[src/pkg/pfc_pwm_defs.vh]
`ifndef PFC_PWM_DEFS_VH
`define PFC_PWM_DEFS_VH

// ----------------------------------------------------------------------------
// clock and timing
// ----------------------------------------------------------------------------
// cycle counts at the 20 MHz clock, sized to the timer width so that
// no parameter or compare silently drops bits
// brownout debounce, 1000 ms
`define BROWNOUT_CYCLES 25'h1312D00
// line-sag delay, 33 ms
`define SAG_CYCLES 25'hA1220
// counter width, covers the brownout count
`define TIMER_W 25

// ----------------------------------------------------------------------------
// forward-stage sequencing states
// ----------------------------------------------------------------------------
`define FWD_INHIBIT 2'h0
`define FWD_SOFT 2'h1
`define FWD_RUN 2'h2

// ----------------------------------------------------------------------------
// bit positions in the synchronised flag vector
// ----------------------------------------------------------------------------
`define FLAG_N 13
`define F_DISCHARGE 0
`define F_BOOST_MOD 1
`define F_BOOST_ILIM 2
`define F_RMS_LOW 3
`define F_RMS_HIGH 4
`define F_RMS_SAG 5
`define F_FB_OFF 6
`define F_FB_GOOD 7
`define F_SS_REL 8
`define F_FWD_OFFS 9
`define F_FWD_CAP 10
`define F_FWD_MOD 11
`define F_ALT_VAR 12

`endif

[src/verilog/low_line_timer.v]
`timescale 1ns/1ps
`include "pfc_pwm_defs.vh"

// ----------------------------------------------------------------------------
// low-line delay timer
// ----------------------------------------------------------------------------
module low_line_timer #(
  parameter [`TIMER_W-1:0] CYCLES = `SAG_CYCLES
) (
  input wire i_clk,
  input wire i_resetn,
  input wire i_cond,
  output reg o_expired
);

  reg [`TIMER_W-1:0] cnt_q;

  // counts while the condition holds, back to zero the moment it clears
  always @(posedge i_clk or negedge i_resetn) begin
    if (!i_resetn) begin
      cnt_q <= {`TIMER_W{1'b0}};
      o_expired <= 1'b0;
    end else if (!i_cond) begin
      cnt_q <= {`TIMER_W{1'b0}};
      o_expired <= 1'b0;
    end else if (cnt_q < CYCLES) begin
      cnt_q <= cnt_q + {{(`TIMER_W-1){1'b0}}, 1'b1};
      o_expired <= 1'b0;
    end else begin
      o_expired <= 1'b1; // stays up while the condition lasts
    end
  end

endmodule // low_line_timer

[src/verilog/pfc_pwm_timing_protection.v]
`timescale 1ns/1ps
`include "pfc_pwm_defs.vh"

// Overview of operation
// - base variant: boost and forward stages clocked at oscillator/4 by toggles
// - alternate variant: boost at oscillator/4, forward at oscillator/2
// - forward gate on-time capped at half period by divider outputs
// - boost turn-off aligned with forward turn-on at period start
// - boost gate held off during every oscillator discharge interval
// - boost current limit forces boost gate off until next boost cycle
// - line rms below low brownout threshold shuts boost stage down
// - boost restarts only after line rms rises above high threshold
// - brownout needs low line persisting for the debounce time first
// - forward current cap trip blocks forward gate until next forward cycle
// - forward inhibited until bulk good, then soft-start begins
// - running forward stage stops when boost feedback under off level or on a sag trip
// - forward switching waits for soft-start release comparator
// - forward feedback below offset gives zero forward duty
// - line below sag level longer than sag delay trips sag protection
// - line below sag level with feedback under off level trips at once
// - sag trip stops both stages until line rms above high threshold
// - forward maximum duty slightly below one half, never above
module pfc_pwm_timing_protection #(
  parameter [`TIMER_W-1:0] BROWNOUT_CYCLES = `BROWNOUT_CYCLES,
  parameter [`TIMER_W-1:0] SAG_CYCLES = `SAG_CYCLES
) (
  input wire i_clk,
  input wire i_resetn,
  input wire i_timing_network_pin,
  input wire i_boost_mod_on,
  input wire i_boost_current_sense_low,
  input wire i_line_rms_sense_low,
  input wire i_line_rms_sense_high,
  input wire i_line_rms_sense_sag,
  input wire i_boost_feedback_off,
  input wire i_bulk_good_comparator,
  input wire i_soft_start_release,
  input wire i_forward_feedback_above_offset,
  input wire i_forward_current_cap,
  input wire i_forward_mod_trip,
  input wire i_alt_variant,
  output reg o_boost_gate,
  output reg o_forward_gate,
  output reg o_boost_clk,
  output reg o_forward_clk,
  output reg o_boost_running,
  output reg o_forward_soft_start,
  output reg o_forward_running,
  output reg o_sag_tripped
);

  // --------------------------------------------------------------------------
  // input synchronisers
  // --------------------------------------------------------------------------
  wire [`FLAG_N-1:0] raw_flags;
  reg [`FLAG_N-1:0] meta_q;
  reg [`FLAG_N-1:0] flag_q;

  assign raw_flags = {i_alt_variant, i_forward_mod_trip, i_forward_current_cap,
                      i_forward_feedback_above_offset, i_soft_start_release,
                      i_bulk_good_comparator, i_boost_feedback_off,
                      i_line_rms_sense_sag, i_line_rms_sense_high,
                      i_line_rms_sense_low, i_boost_current_sense_low,
                      i_boost_mod_on, i_timing_network_pin};

  // two flops per flag; the first stage feeds only the second
  genvar gi;
  generate
    for (gi = 0; gi < `FLAG_N; gi = gi + 1) begin : g_sync
      always @(posedge i_clk or negedge i_resetn) begin
        if (!i_resetn) begin
          meta_q[gi] <= 1'b0;
          flag_q[gi] <= 1'b0;
        end else begin
          meta_q[gi] <= raw_flags[gi];
          flag_q[gi] <= meta_q[gi];
        end
      end
    end
  endgenerate

  wire discharge = flag_q[`F_DISCHARGE];
  wire boost_mod = flag_q[`F_BOOST_MOD];
  wire boost_ilim = flag_q[`F_BOOST_ILIM];
  wire rms_low = flag_q[`F_RMS_LOW];
  wire rms_high = flag_q[`F_RMS_HIGH];
  wire rms_sag = flag_q[`F_RMS_SAG];
  wire fb_off = flag_q[`F_FB_OFF];
  wire fb_good = flag_q[`F_FB_GOOD];
  wire ss_rel = flag_q[`F_SS_REL];
  wire fwd_offs = flag_q[`F_FWD_OFFS];
  wire fwd_cap = flag_q[`F_FWD_CAP];
  wire fwd_mod = flag_q[`F_FWD_MOD];
  wire alt_var = flag_q[`F_ALT_VAR];

  // --------------------------------------------------------------------------
  // oscillator tick and toggle divider chain
  // --------------------------------------------------------------------------
  reg disch_prev_q;
  reg tog1_q;
  reg tog2_q;
  wire osc_tick;

  // one oscillator cycle begins at the rising edge of the discharge flag
  assign osc_tick = discharge & ~disch_prev_q;

  // second toggle flips on the falling edge of the first, as in a ripple chain
  always @(posedge i_clk or negedge i_resetn) begin
    if (!i_resetn) begin
      disch_prev_q <= 1'b0;
      tog1_q <= 1'b0;
      tog2_q <= 1'b0;
    end else begin
      disch_prev_q <= discharge;
      if (osc_tick) begin
        tog1_q <= ~tog1_q;
        if (tog1_q) begin
          tog2_q <= ~tog2_q;
        end
      end
    end
  end

  // period boundaries decoded from the divider state before the tick
  wire boost_start = osc_tick & tog1_q & tog2_q;
  wire fwd_start_base = boost_start;
  wire fwd_start_alt = osc_tick & tog1_q;
  wire fwd_start = alt_var ? fwd_start_alt : fwd_start_base;
  // divider edge that opens the second half of the forward period
  wire fwd_half_base = osc_tick & tog1_q & ~tog2_q;
  wire fwd_half_alt = osc_tick & ~tog1_q;
  wire fwd_half = alt_var ? fwd_half_alt : fwd_half_base;

  // divided clocks shown at the pins, low in the first half of a period
  always @(posedge i_clk or negedge i_resetn) begin
    if (!i_resetn) begin
      o_boost_clk <= 1'b0;
      o_forward_clk <= 1'b0;
    end else begin
      o_boost_clk <= tog2_q;
      o_forward_clk <= alt_var ? tog1_q : tog2_q;
    end
  end

  // --------------------------------------------------------------------------
  // brownout and line-sag supervision
  // --------------------------------------------------------------------------
  reg boost_run_q;
  reg sag_q;
  wire brownout_expired;
  wire sag_expired;
  wire sag_now;

  low_line_timer #(
    .CYCLES(BROWNOUT_CYCLES)
  ) u_brownout_timer (
    .i_clk(i_clk),
    .i_resetn(i_resetn),
    .i_cond(rms_low & boost_run_q),
    .o_expired(brownout_expired)
  );

  low_line_timer #(
    .CYCLES(SAG_CYCLES)
  ) u_sag_timer (
    .i_clk(i_clk),
    .i_resetn(i_resetn),
    .i_cond(rms_sag & ~sag_q),
    .o_expired(sag_expired)
  );

  // either the long sag or a sag with a collapsed bulk trips protection
  assign sag_now = sag_expired | (rms_sag & fb_off);

  // a trip in the same cycle as the high-line release wins, staying latched
  always @(posedge i_clk or negedge i_resetn) begin
    if (!i_resetn) begin
      sag_q <= 1'b0;
    end else if (sag_now) begin
      sag_q <= 1'b1;
    end else if (rms_high) begin
      sag_q <= 1'b0;
    end
  end

  // boost stays off after power-up until the line is proven high
  always @(posedge i_clk or negedge i_resetn) begin
    if (!i_resetn) begin
      boost_run_q <= 1'b0;
    end else if (brownout_expired | sag_now | sag_q) begin
      boost_run_q <= 1'b0;
    end else if (rms_high) begin
      boost_run_q <= 1'b1;
    end
  end

  // --------------------------------------------------------------------------
  // forward-stage sequencing
  // --------------------------------------------------------------------------
  reg [1:0] fwd_state_q;
  reg [1:0] fwd_state_d;

  // hysteresis between bulk-good and the lower off level
  always @* begin
    fwd_state_d = fwd_state_q;
    case (fwd_state_q)
      `FWD_INHIBIT: begin
        if (fb_good & ~sag_q & ~sag_now) begin
          fwd_state_d = `FWD_SOFT;
        end
      end
      `FWD_SOFT: begin
        if (sag_q | sag_now | fb_off) begin
          fwd_state_d = `FWD_INHIBIT;
        end else if (ss_rel) begin
          fwd_state_d = `FWD_RUN;
        end
      end
      `FWD_RUN: begin
        if (sag_q | sag_now | fb_off) begin
          fwd_state_d = `FWD_INHIBIT;
        end
      end
      default: begin
        fwd_state_d = `FWD_INHIBIT;
      end
    endcase
  end

  always @(posedge i_clk or negedge i_resetn) begin
    if (!i_resetn) begin
      fwd_state_q <= `FWD_INHIBIT;
    end else begin
      fwd_state_q <= fwd_state_d;
    end
  end

  // --------------------------------------------------------------------------
  // cycle-by-cycle limit latches
  // --------------------------------------------------------------------------
  reg boost_lim_q;
  reg fwd_lim_q;

  // a limit arriving on the very period boundary is kept, not lost
  always @(posedge i_clk or negedge i_resetn) begin
    if (!i_resetn) begin
      boost_lim_q <= 1'b0;
      fwd_lim_q <= 1'b0;
    end else begin
      if (boost_ilim) begin
        boost_lim_q <= 1'b1;
      end else if (boost_start) begin
        boost_lim_q <= 1'b0;
      end
      if (fwd_cap) begin
        fwd_lim_q <= 1'b1;
      end else if (fwd_start) begin
        fwd_lim_q <= 1'b0;
      end
    end
  end

  // --------------------------------------------------------------------------
  // gate generation
  // --------------------------------------------------------------------------
  reg fwd_arm_q;
  wire boost_ok;
  wire fwd_ok;

  assign boost_ok = boost_run_q & ~sag_q & ~boost_lim_q & ~boost_ilim;
  assign fwd_ok = (fwd_state_q == `FWD_RUN) & ~sag_q & ~fwd_lim_q &
                  ~fwd_cap & fwd_offs;

  // forward turn-on waits one clock after the boundary, trading a 50 ns
  // sliver of duty for a hard guarantee of staying under one half
  always @(posedge i_clk or negedge i_resetn) begin
    if (!i_resetn) begin
      fwd_arm_q <= 1'b0;
    end else begin
      fwd_arm_q <= fwd_start;
    end
  end

  // leading-edge boost: on by modulator after discharge, off at period end
  always @(posedge i_clk or negedge i_resetn) begin
    if (!i_resetn) begin
      o_boost_gate <= 1'b0;
    end else if (!boost_ok) begin
      o_boost_gate <= 1'b0;
    end else if (boost_start | discharge) begin
      o_boost_gate <= 1'b0;
    end else if (boost_mod) begin
      o_boost_gate <= 1'b1;
    end
  end

  // trailing-edge forward: on at period start, off by modulator or half
  always @(posedge i_clk or negedge i_resetn) begin
    if (!i_resetn) begin
      o_forward_gate <= 1'b0;
    end else if (!fwd_ok) begin
      o_forward_gate <= 1'b0;
    end else if (fwd_half | fwd_mod) begin
      o_forward_gate <= 1'b0;
    end else if (fwd_arm_q) begin
      o_forward_gate <= 1'b1;
    end
  end

  // --------------------------------------------------------------------------
  // status outputs
  // --------------------------------------------------------------------------
  always @(posedge i_clk or negedge i_resetn) begin
    if (!i_resetn) begin
      o_boost_running <= 1'b0;
      o_forward_soft_start <= 1'b0;
      o_forward_running <= 1'b0;
      o_sag_tripped <= 1'b0;
    end else begin
      o_boost_running <= boost_run_q;
      o_forward_soft_start <= (fwd_state_q != `FWD_INHIBIT);
      o_forward_running <= (fwd_state_q == `FWD_RUN);
      o_sag_tripped <= sag_q;
    end
  end

endmodule // pfc_pwm_timing_protection

[config.mk]
export PLATFORM = sky130hd
export DESIGN_NAME = pfc_pwm_timing_protection
export DESIGN_NICKNAME = d
export VERILOG_FILES = /design/src/verilog/low_line_timer.v /design/src/verilog/pfc_pwm_timing_protection.v
export VERILOG_INCLUDE_DIRS = /design/src /design/src/pkg
export SDC_FILE = /design/constraint.sdc
export NUM_CORES = 1
export LEC_CHECK = 0
export ABC_AREA = 1
export BUFFER_PORTS_ARGS = -buffer_cell sky130_fd_sc_hd__buf_2
export CAP_MARGIN = 20
export CORE_MARGIN = 3
export CORE_UTILIZATION = 30
export CTS_BUF_LIST = sky130_fd_sc_hd__clkbuf_4 sky130_fd_sc_hd__clkbuf_8
export DETAILED_ROUTE_END_ITERATION = 12
export PLACE_DENSITY = 0.43
export SLEW_MARGIN = 10
export SYNTH_ARGS = -nofsm -noshare
export SYNTH_HDL_FRONTEND = slang
export SYNTH_SLANG_ARGS = --single-unit
[constraint.sdc]
create_clock -name i_clk -period 1.6 [get_ports i_clk]
set_input_delay 0 -clock i_clk [delete_from_list [all_inputs] [get_ports i_clk]]
set_output_delay 0 -clock i_clk [all_outputs]
set_load 0.02 [all_outputs]
==> results of run 1 <==
## critical path: stages, from the launching register on
cell and delay (ps):
dfrtp_1 360, inv_1 90, nor2_4 140, nand2_1 70, nor2_2 150, nand2_2 110, nand3_4 140, nand2_4 100
clkbuf_16 180, nand2_4 40, o21ai_1 50
## registers in the layout (all words and copies together), names as in the netlist, 2 cells and up
name / flops
u_sag_timer.cnt_q: 25
fwd_state_q: 2
meta_q: 13
u_brownout_timer.cnt_q: 25
## power by group through the flow
stage	logic (mW)	clock network (mW)	registers (mW)
6_report	0.418	1.74	2.61
5_1_grt	0.478	1.93	2.63
4_1_cts	0.419	1.85	2.62
3_5_place_dp	0.387	0	2.66
3_3_place_gp	0.386	0	2.66
2_1_floorplan	0.140	0	2.71
## Yosys cell counts (2+ instances only)
cell type,n
a21oi_1,6
nand4_1,16
o21ai_0,15
inv_1,52
nor2_1,88
ha_1,2
nand3_2,6
clkbuf_1,2
nand3_1,47
o21ai_1,8
xnor2_1,6
nand3b_1,5
nand2_2,2
xor2_1,16
dfrtp_1,96
nand2_1,183
nor2_2,7
buf_6,5
buf_2,3
nor3_1,6
or2_2,2
## path summary, 6_finish.rpt
kind                                                   startpoint                                     to  slack (ps)  cells after the start
min in group i_clk                           i_line_rms_sense_sag                    meta_q[5]$_DFF_PN0_         260                      2
setup / recovery           u_brownout_timer.cnt_q[24]$_DFFE_PN0P_  u_brownout_timer.cnt_q[8]$_DFFE_PN0P_          50                     10
hold reg to reg                               meta_q[0]$_DFF_PN0_                    discharge$_DFF_PN0_         360                      0
max in group asynchronous                                i_resetn  u_brownout_timer.cnt_q[7]$_DFFE_PN0P_        1130                      3
hold / removal                                           i_resetn                       ss_rel$_DFF_PN0_         130                      3
setup reg to reg           u_brownout_timer.cnt_q[24]$_DFFE_PN0P_  u_brownout_timer.cnt_q[8]$_DFFE_PN0P_          50                     10
## cell families after synthesis
family,synth area share [%]
AO/OA/AOI/OAI,3.93
flip-flops,51.3
AND/OR/NAND/NOR,33.7
buffers and inverters,6.44
XOR/XNOR,4.11
adder cells (fa/ha/maj),0.534
## per-layer routing
metal	global-route usage (%)	vias to the layer above	part of all wire (%)
met4	4.96	0	1.7
met3	3.74	16	2.5
met5	0	-	0
met2	23.6	48	48
met1	18.8	1918	48
li1	-	2057	-
## timing repair
action	4_1_cts	5_1_grt
cloned	1	2
endpoints found under the hold margin	109	0
gates resized for setup	9	89
pin swaps	0	22
hold buffers	14	0
setup endpoints to repair	35	46
setup buffers	0	11
## final cells by class
class | instances | area share, %
Timing Repair Buffer | 100 | 14.3
Inverter | 52 | 3.15
Sequential cell | 96 | 38.8
Clock buffer | 10 | 2.12
Clock inverter | 6 | 1.35
Tap cell | 211 | 4.26
Multi-Input combinational cell | 425 | 36.0
==> results.py, run 1 <==
metrics = {
    "routing": {
        "vias": 4039,
        "drc": 0,
        "wl_per_cell_um": 13.2,
        "wirelength_um": 11900,
        "drt_pass1_iterations": 4,
        "antenna_left": 0,
        "first_iter_violations": 218,
        "via_per_inst": 4.49,
    },
    "global_routing": {
        "antenna_found_initial": 0,
        "grt_pass1_wl_um": 19700,
        "track_usage_pct": 14.5,
        "grt_pass1_vias": 3969,
        "grt_max_degree": 59,
        "overflow": 0,
    },
    "yosys": {
        "synth_cells": 584,
        "syn_area_um2": 4690,
        "synth_area_leaders": "dfrtp_1, nand2_1, nor2_1",
        "ys_ff_latch": 96,
        "synthesis.nets": 601,
        "avgSynthCellArea_um2": 8.02,
        "async_flop_share_pct": 100,
        "synth_top_area_share_pct": 51.3,
        "ys_warn_count": 0,
        "synth_edf_count": 0,
        "yosysSeqAreaShare_pct": 51.3,
        "ys_types": 32,
        "yosys.area.top_type": "dfrtp_1",
        "synth_top_flop_cell": "dfrtp_1",
    },
    "critical_path": {
        "worstPathArrival_ps": 1820,
        "worst-path-max-fanout": 4,
        "crit_required_ps": 1870,
        "cp-start-kind": "flip-flop",
        "critical_path_class": "reg2reg",
        "cp-end-kind": "flip-flop",
    },
    "timing": {
        "setup_viol": 0,
        "rsz0062_at_grt": "yes",
        "hold_slack_ps": 134,
        "max_slew.worst_pin.slew_ps": 365,
        "fin_ws_ps": 52.8,
        "hold_violations": 0,
        "fmax_mhz": 646,
        "tns_ps": 0,
        "maxSlewHeadroom_pct": 75.7,
        "final.period_utilization_pct": 96.7,
        "period_needed_ps": 1550,
        "fin_skew_ps": 18.5,
        "slew_violations": 0,
    },
    "flow_run": {
        "maxCapViolCount": 0,
    },
    "clock_network": {
        "clock-sinks": 96,
        "numCtsBuffers": 9,
        "cts_tree": "built",
        "clkLatencyLatePin_ps": 380,
        "htreeDepth": 3,
        "clk_pin_slew_ps": 100,
        "root_buffer": "clkbuf_8",
        "ctsLongestPathBuffers": 2,
    },
    "final_layout": {
        "layout_commonest_cell": "nand2_1",
        "drive_gt1_share_pct": 27.0,
        "final_cells": 900,
        "postLayoutCoreUtil_pct": 40.6,
        "fillers": 1574,
        "area_growth_pct": 32.4,
        "register_area_um2": 2410,
        "multi_input_area_um2": 2230,
        "final_nets": 701,
        "n_antenna_cell": 0,
        "fin_area_um2": 6200,
        "layout_common_cells": "nand2_1, dfrtp_1, nor2_1",
    },
    "power": {
        "ir_drop_mv": 0.412,
        "p_int_mw": 3.48,
        "p_sw_mw": 1.29,
        "power_frac_seq_pct": 54.7,
        "leakage_nw": 2.81,
        "sw_frac_of_total_pct": 27.1,
        "p_clk_share_pct": 36.5,
        "p_comb_share_pct": 8.7,
        "p_per_area_nw_per_um2": 770,
        "total_power_mw": 4.78,
    },
    "floorplan": {
        "start_util_pct": 30.7,
        "die_h_um": 131,
        "ios": 23,
        "core_um2": 15300,
        "die_w_um": 131,
        "rows": 45,
        "die-area_um2": 17200,
    },
    "placement": {
        "gp_congestion": 0.883,
        "post-place-ws_ps": -45.3,
        "numPortBuffers": 22,
        "place_hpwl_um": 8140,
        "dp.cells": 856,
        "placed_area_um2": 5400,
    },
    "worst_hold_path": {
        "hold_class": "in2async",
    },
    "outcome": {
        "status": "finished, final reports clean",
    },
}
No activity file was read; power rests on OpenSTA's default activity.
==> run 2, diff against run 1 <==
--- a/config.mk
+++ b/config.mk
@@ -10,11 +10,11 @@
 export BUFFER_PORTS_ARGS = -buffer_cell sky130_fd_sc_hd__buf_2
 export CAP_MARGIN = 20
 export CORE_MARGIN = 3
-export CORE_UTILIZATION = 30
+export CORE_UTILIZATION = 35
 export CTS_BUF_LIST = sky130_fd_sc_hd__clkbuf_4 sky130_fd_sc_hd__clkbuf_8
 export DETAILED_ROUTE_END_ITERATION = 12
-export PLACE_DENSITY = 0.43
-export SLEW_MARGIN = 10
+export PLACE_DENSITY = 0.48
+export SLEW_MARGIN = 20
 export SYNTH_ARGS = -nofsm -noshare
 export SYNTH_HDL_FRONTEND = slang
 export SYNTH_SLANG_ARGS = --single-unit
==> run 2 against run 1 <==
  * The run now ends with setup timing left
  * Critical path type unchanged
  * Sequential power is essentially flat
  * Critical path depth shrank 1
  * Clock skew shrank 3.4 ps
  * Die area shrank 14%
  * Total power shrank 4.1%
  * Flip-flop and latch count is the same
  * Non-clock buffer count shrank 9
  * Global-route usage grew 1.8 points
  * Count of clock-buffer cells in the layout is the same
==> results.py, run 2 (synthesis gave the netlist of run 1 again) <==
metrics = {
    "timing": {
        "final.period_utilization_pct": 102,
        "rsz0062_at_grt": "yes",
        "fmax_mhz": 616,
        "setup_viol": 12,
        "fin_skew_ps": 15.1,
        "period_needed_ps": 1620,
        "maxSlewHeadroom_pct": 74.0,
        "hold_violations": 0,
        "fin_ws_ps": -24.2,
        "slew_violations": 0,
        "max_slew.worst_pin.slew_ps": 389,
    },
    "power": {
        "total_power_mw": 4.58,
        "sw_frac_of_total_pct": 27.5,
        "p_clk_share_pct": 33.9,
        "p_per_area_nw_per_um2": 777,
        "p_int_mw": 3.32,
        "p_sw_mw": 1.26,
        "p_comb_share_pct": 9.0,
        "leakage_nw": 2.72,
        "power_frac_seq_pct": 57.0,
        "ir_drop_mv": 0.375,
    },
    "routing": {
        "first_iter_violations": 247,
        "drt_pass1_iterations": 5,
        "via_per_inst": 4.68,
        "drc": 0,
        "wirelength_um": 11300,
        "wl_per_cell_um": 13.3,
        "vias": 3996,
        "antenna_left": 0,
    },
    "global_routing": {
        "grt_pass1_wl_um": 19200,
        "track_usage_pct": 16.4,
        "grt_max_degree": 41,
        "grt_pass1_vias": 3988,
        "overflow": 0,
        "antenna_found_initial": 0,
    },
    "critical_path": {
        "worst-path-max-fanout": 6,
        "crit_required_ps": 1930,
        "reg2reg_slack_ps": -20,
        "rr_endpoint": "u_sag_timer.cnt_q[12]$_DFFE_PN0P_",
        "worstPathArrival_ps": 1950,
        "critical_path_class": "reg2reg",
        "cp-end-kind": "flip-flop",
        "timing.rr.start": "u_sag_timer.cnt_q[16]$_DFFE_PN0P_",
        "rr_worst_depth": 9,
        "cp-start-kind": "flip-flop",
    },
    "final_layout": {
        "final_cells": 853,
        "fillers": 1262,
        "area_growth_pct": 25.9,
        "n_antenna_cell": 0,
        "postLayoutCoreUtil_pct": 45.8,
        "layout_commonest_cell": "nand2_1",
        "layout_common_cells": "nand2_1, dfrtp_1, nor2_1",
        "largestRegisters": "u_brownout_timer.cnt_q (25), u_sag_timer.cnt_q (25), meta_q (13)",
        "drive_gt1_share_pct": 21.4,
        "final_nets": 693,
    },
    "floorplan": {
        "core_um2": 12900,
        "rows": 41,
        "die-area_um2": 14800,
        "die_w_um": 122,
        "ios": 23,
        "start_util_pct": 36.4,
        "die_h_um": 122,
    },
    "clock_network": {
        "clock-sinks": 96,
        "clkLatencyLatePin_ps": 380,
        "cts_tree": "built",
        "root_buffer": "clkbuf_8",
        "htreeDepth": 3,
        "numCtsBuffers": 9,
        "ctsLongestPathBuffers": 2,
        "clk_pin_slew_ps": 100,
    },
    "placement": {
        "numPortBuffers": 22,
        "post-place-ws_ps": -64.5,
        "gp_congestion": 0.884,
        "dp.cells": 815,
        "place_hpwl_um": 7790,
    },
    "outcome": {
        "status": "complete, but fails checks",
        "violations": "setup timing",
    },
    "worst_hold_path": {
        "hold_class": "in2async",
    },
    "flow_run": {
        "maxCapViolCount": 0,
    },
}
==> run 2: cell types whose count changed in the layout (fill, tap and decap cells not counted), moves of 5 or more <==
cell	before	now
nand2_2	23	10
nand2_1	158	173
inv_1	43	48
nor2_1	70	75
inv_2	9	4
==> run 2: final cells by class <==
class                      count  area (µm²)  share of cell area (%)
multi-input combinational    426        2120                    36.0
clock inverter                 6        58.8                   0.997
timing repair buffer          91         773                    13.1
sequential                    96        2400                    40.7
inverter                      52         195                    3.31
tap                          172         215                    3.65
clock buffer                  10         131                    2.23
==> run 2: how the worst max path moves through the flow <==
stage                                          start                                endpoint  slack [ps]  cells after the start
6_report           u_sag_timer.cnt_q[16]$_DFFE_PN0P_       u_sag_timer.cnt_q[12]$_DFFE_PN0P_         -20                      9
5_1_grt            u_sag_timer.cnt_q[16]$_DFFE_PN0P_       u_sag_timer.cnt_q[19]$_DFFE_PN0P_        -110                     10
4_1_cts            u_sag_timer.cnt_q[23]$_DFFE_PN0P_       u_sag_timer.cnt_q[19]$_DFFE_PN0P_          10                      9
3_5_place_dp   u_brownout_timer.cnt_q[1]$_DFFE_PN0P_  u_brownout_timer.cnt_q[18]$_DFFE_PN0P_         -60                     10
3_3_place_gp   u_brownout_timer.cnt_q[1]$_DFFE_PN0P_  u_brownout_timer.cnt_q[22]$_DFFE_PN0P_         -50                     10
2_1_floorplan       u_sag_timer.cnt_q[0]$_DFFE_PN0P_        u_sag_timer.cnt_q[6]$_DFFE_PN0P_         140                      8
==> run 2: repair_timing <==
action                                  in CTS  in global routing
cloned                                       1                  3
buffers inserted                             0                  4
pin swaps                                    2                 15
endpoints found under the hold margin      109                  0
gates resized for setup                      6                 50
endpoints found under the setup margin      24                 44
hold buffers                                14                  0
==> run 2: layer usage <==
layer | global-route usage, % | vias to the layer above | wire length [µm]
met5 | 0 | - | 0
met4 | 3.64 | 0 | 98
met3 | 4.50 | 7 | 422
met2 | 26.9 | 61 | 5380
met1 | 21.7 | 1893 | 5440
li1 | - | 2035 | -
==> run 2: critical path: stages, from the launching register on <==
cell,delay [ps]
dfrtp_1,390
nor2_1,130
and2_4,170
nand2_2,50
nand2_2,60
nand2_2,60
nor2_4,310
clkbuf_16,230
nand3b_1,80
nand2_1,80
==> run 2: power groups by stage <==
stage	Clock, mW	Combinational [mW]	Sequential (mW)
CTS	1.65	0.415	2.61
finish	1.56	0.413	2.61
detailed placement	0	0.385	2.66
global placement	0	0.379	2.66
floorplan	0	0.140	2.71
global route	1.74	0.463	2.63
==> run 2: stage by stage <==
stage	hold WS [ps]	TNS, ps	cell area (µm²)
floorplan	-296	0	4690
global placement	-66.2	-103	5330
detailed placement	-57.8	-143	5330
CTS	63.5	0	5690
global route	67.3	-1840	5900
finish	67.4	-136	5900
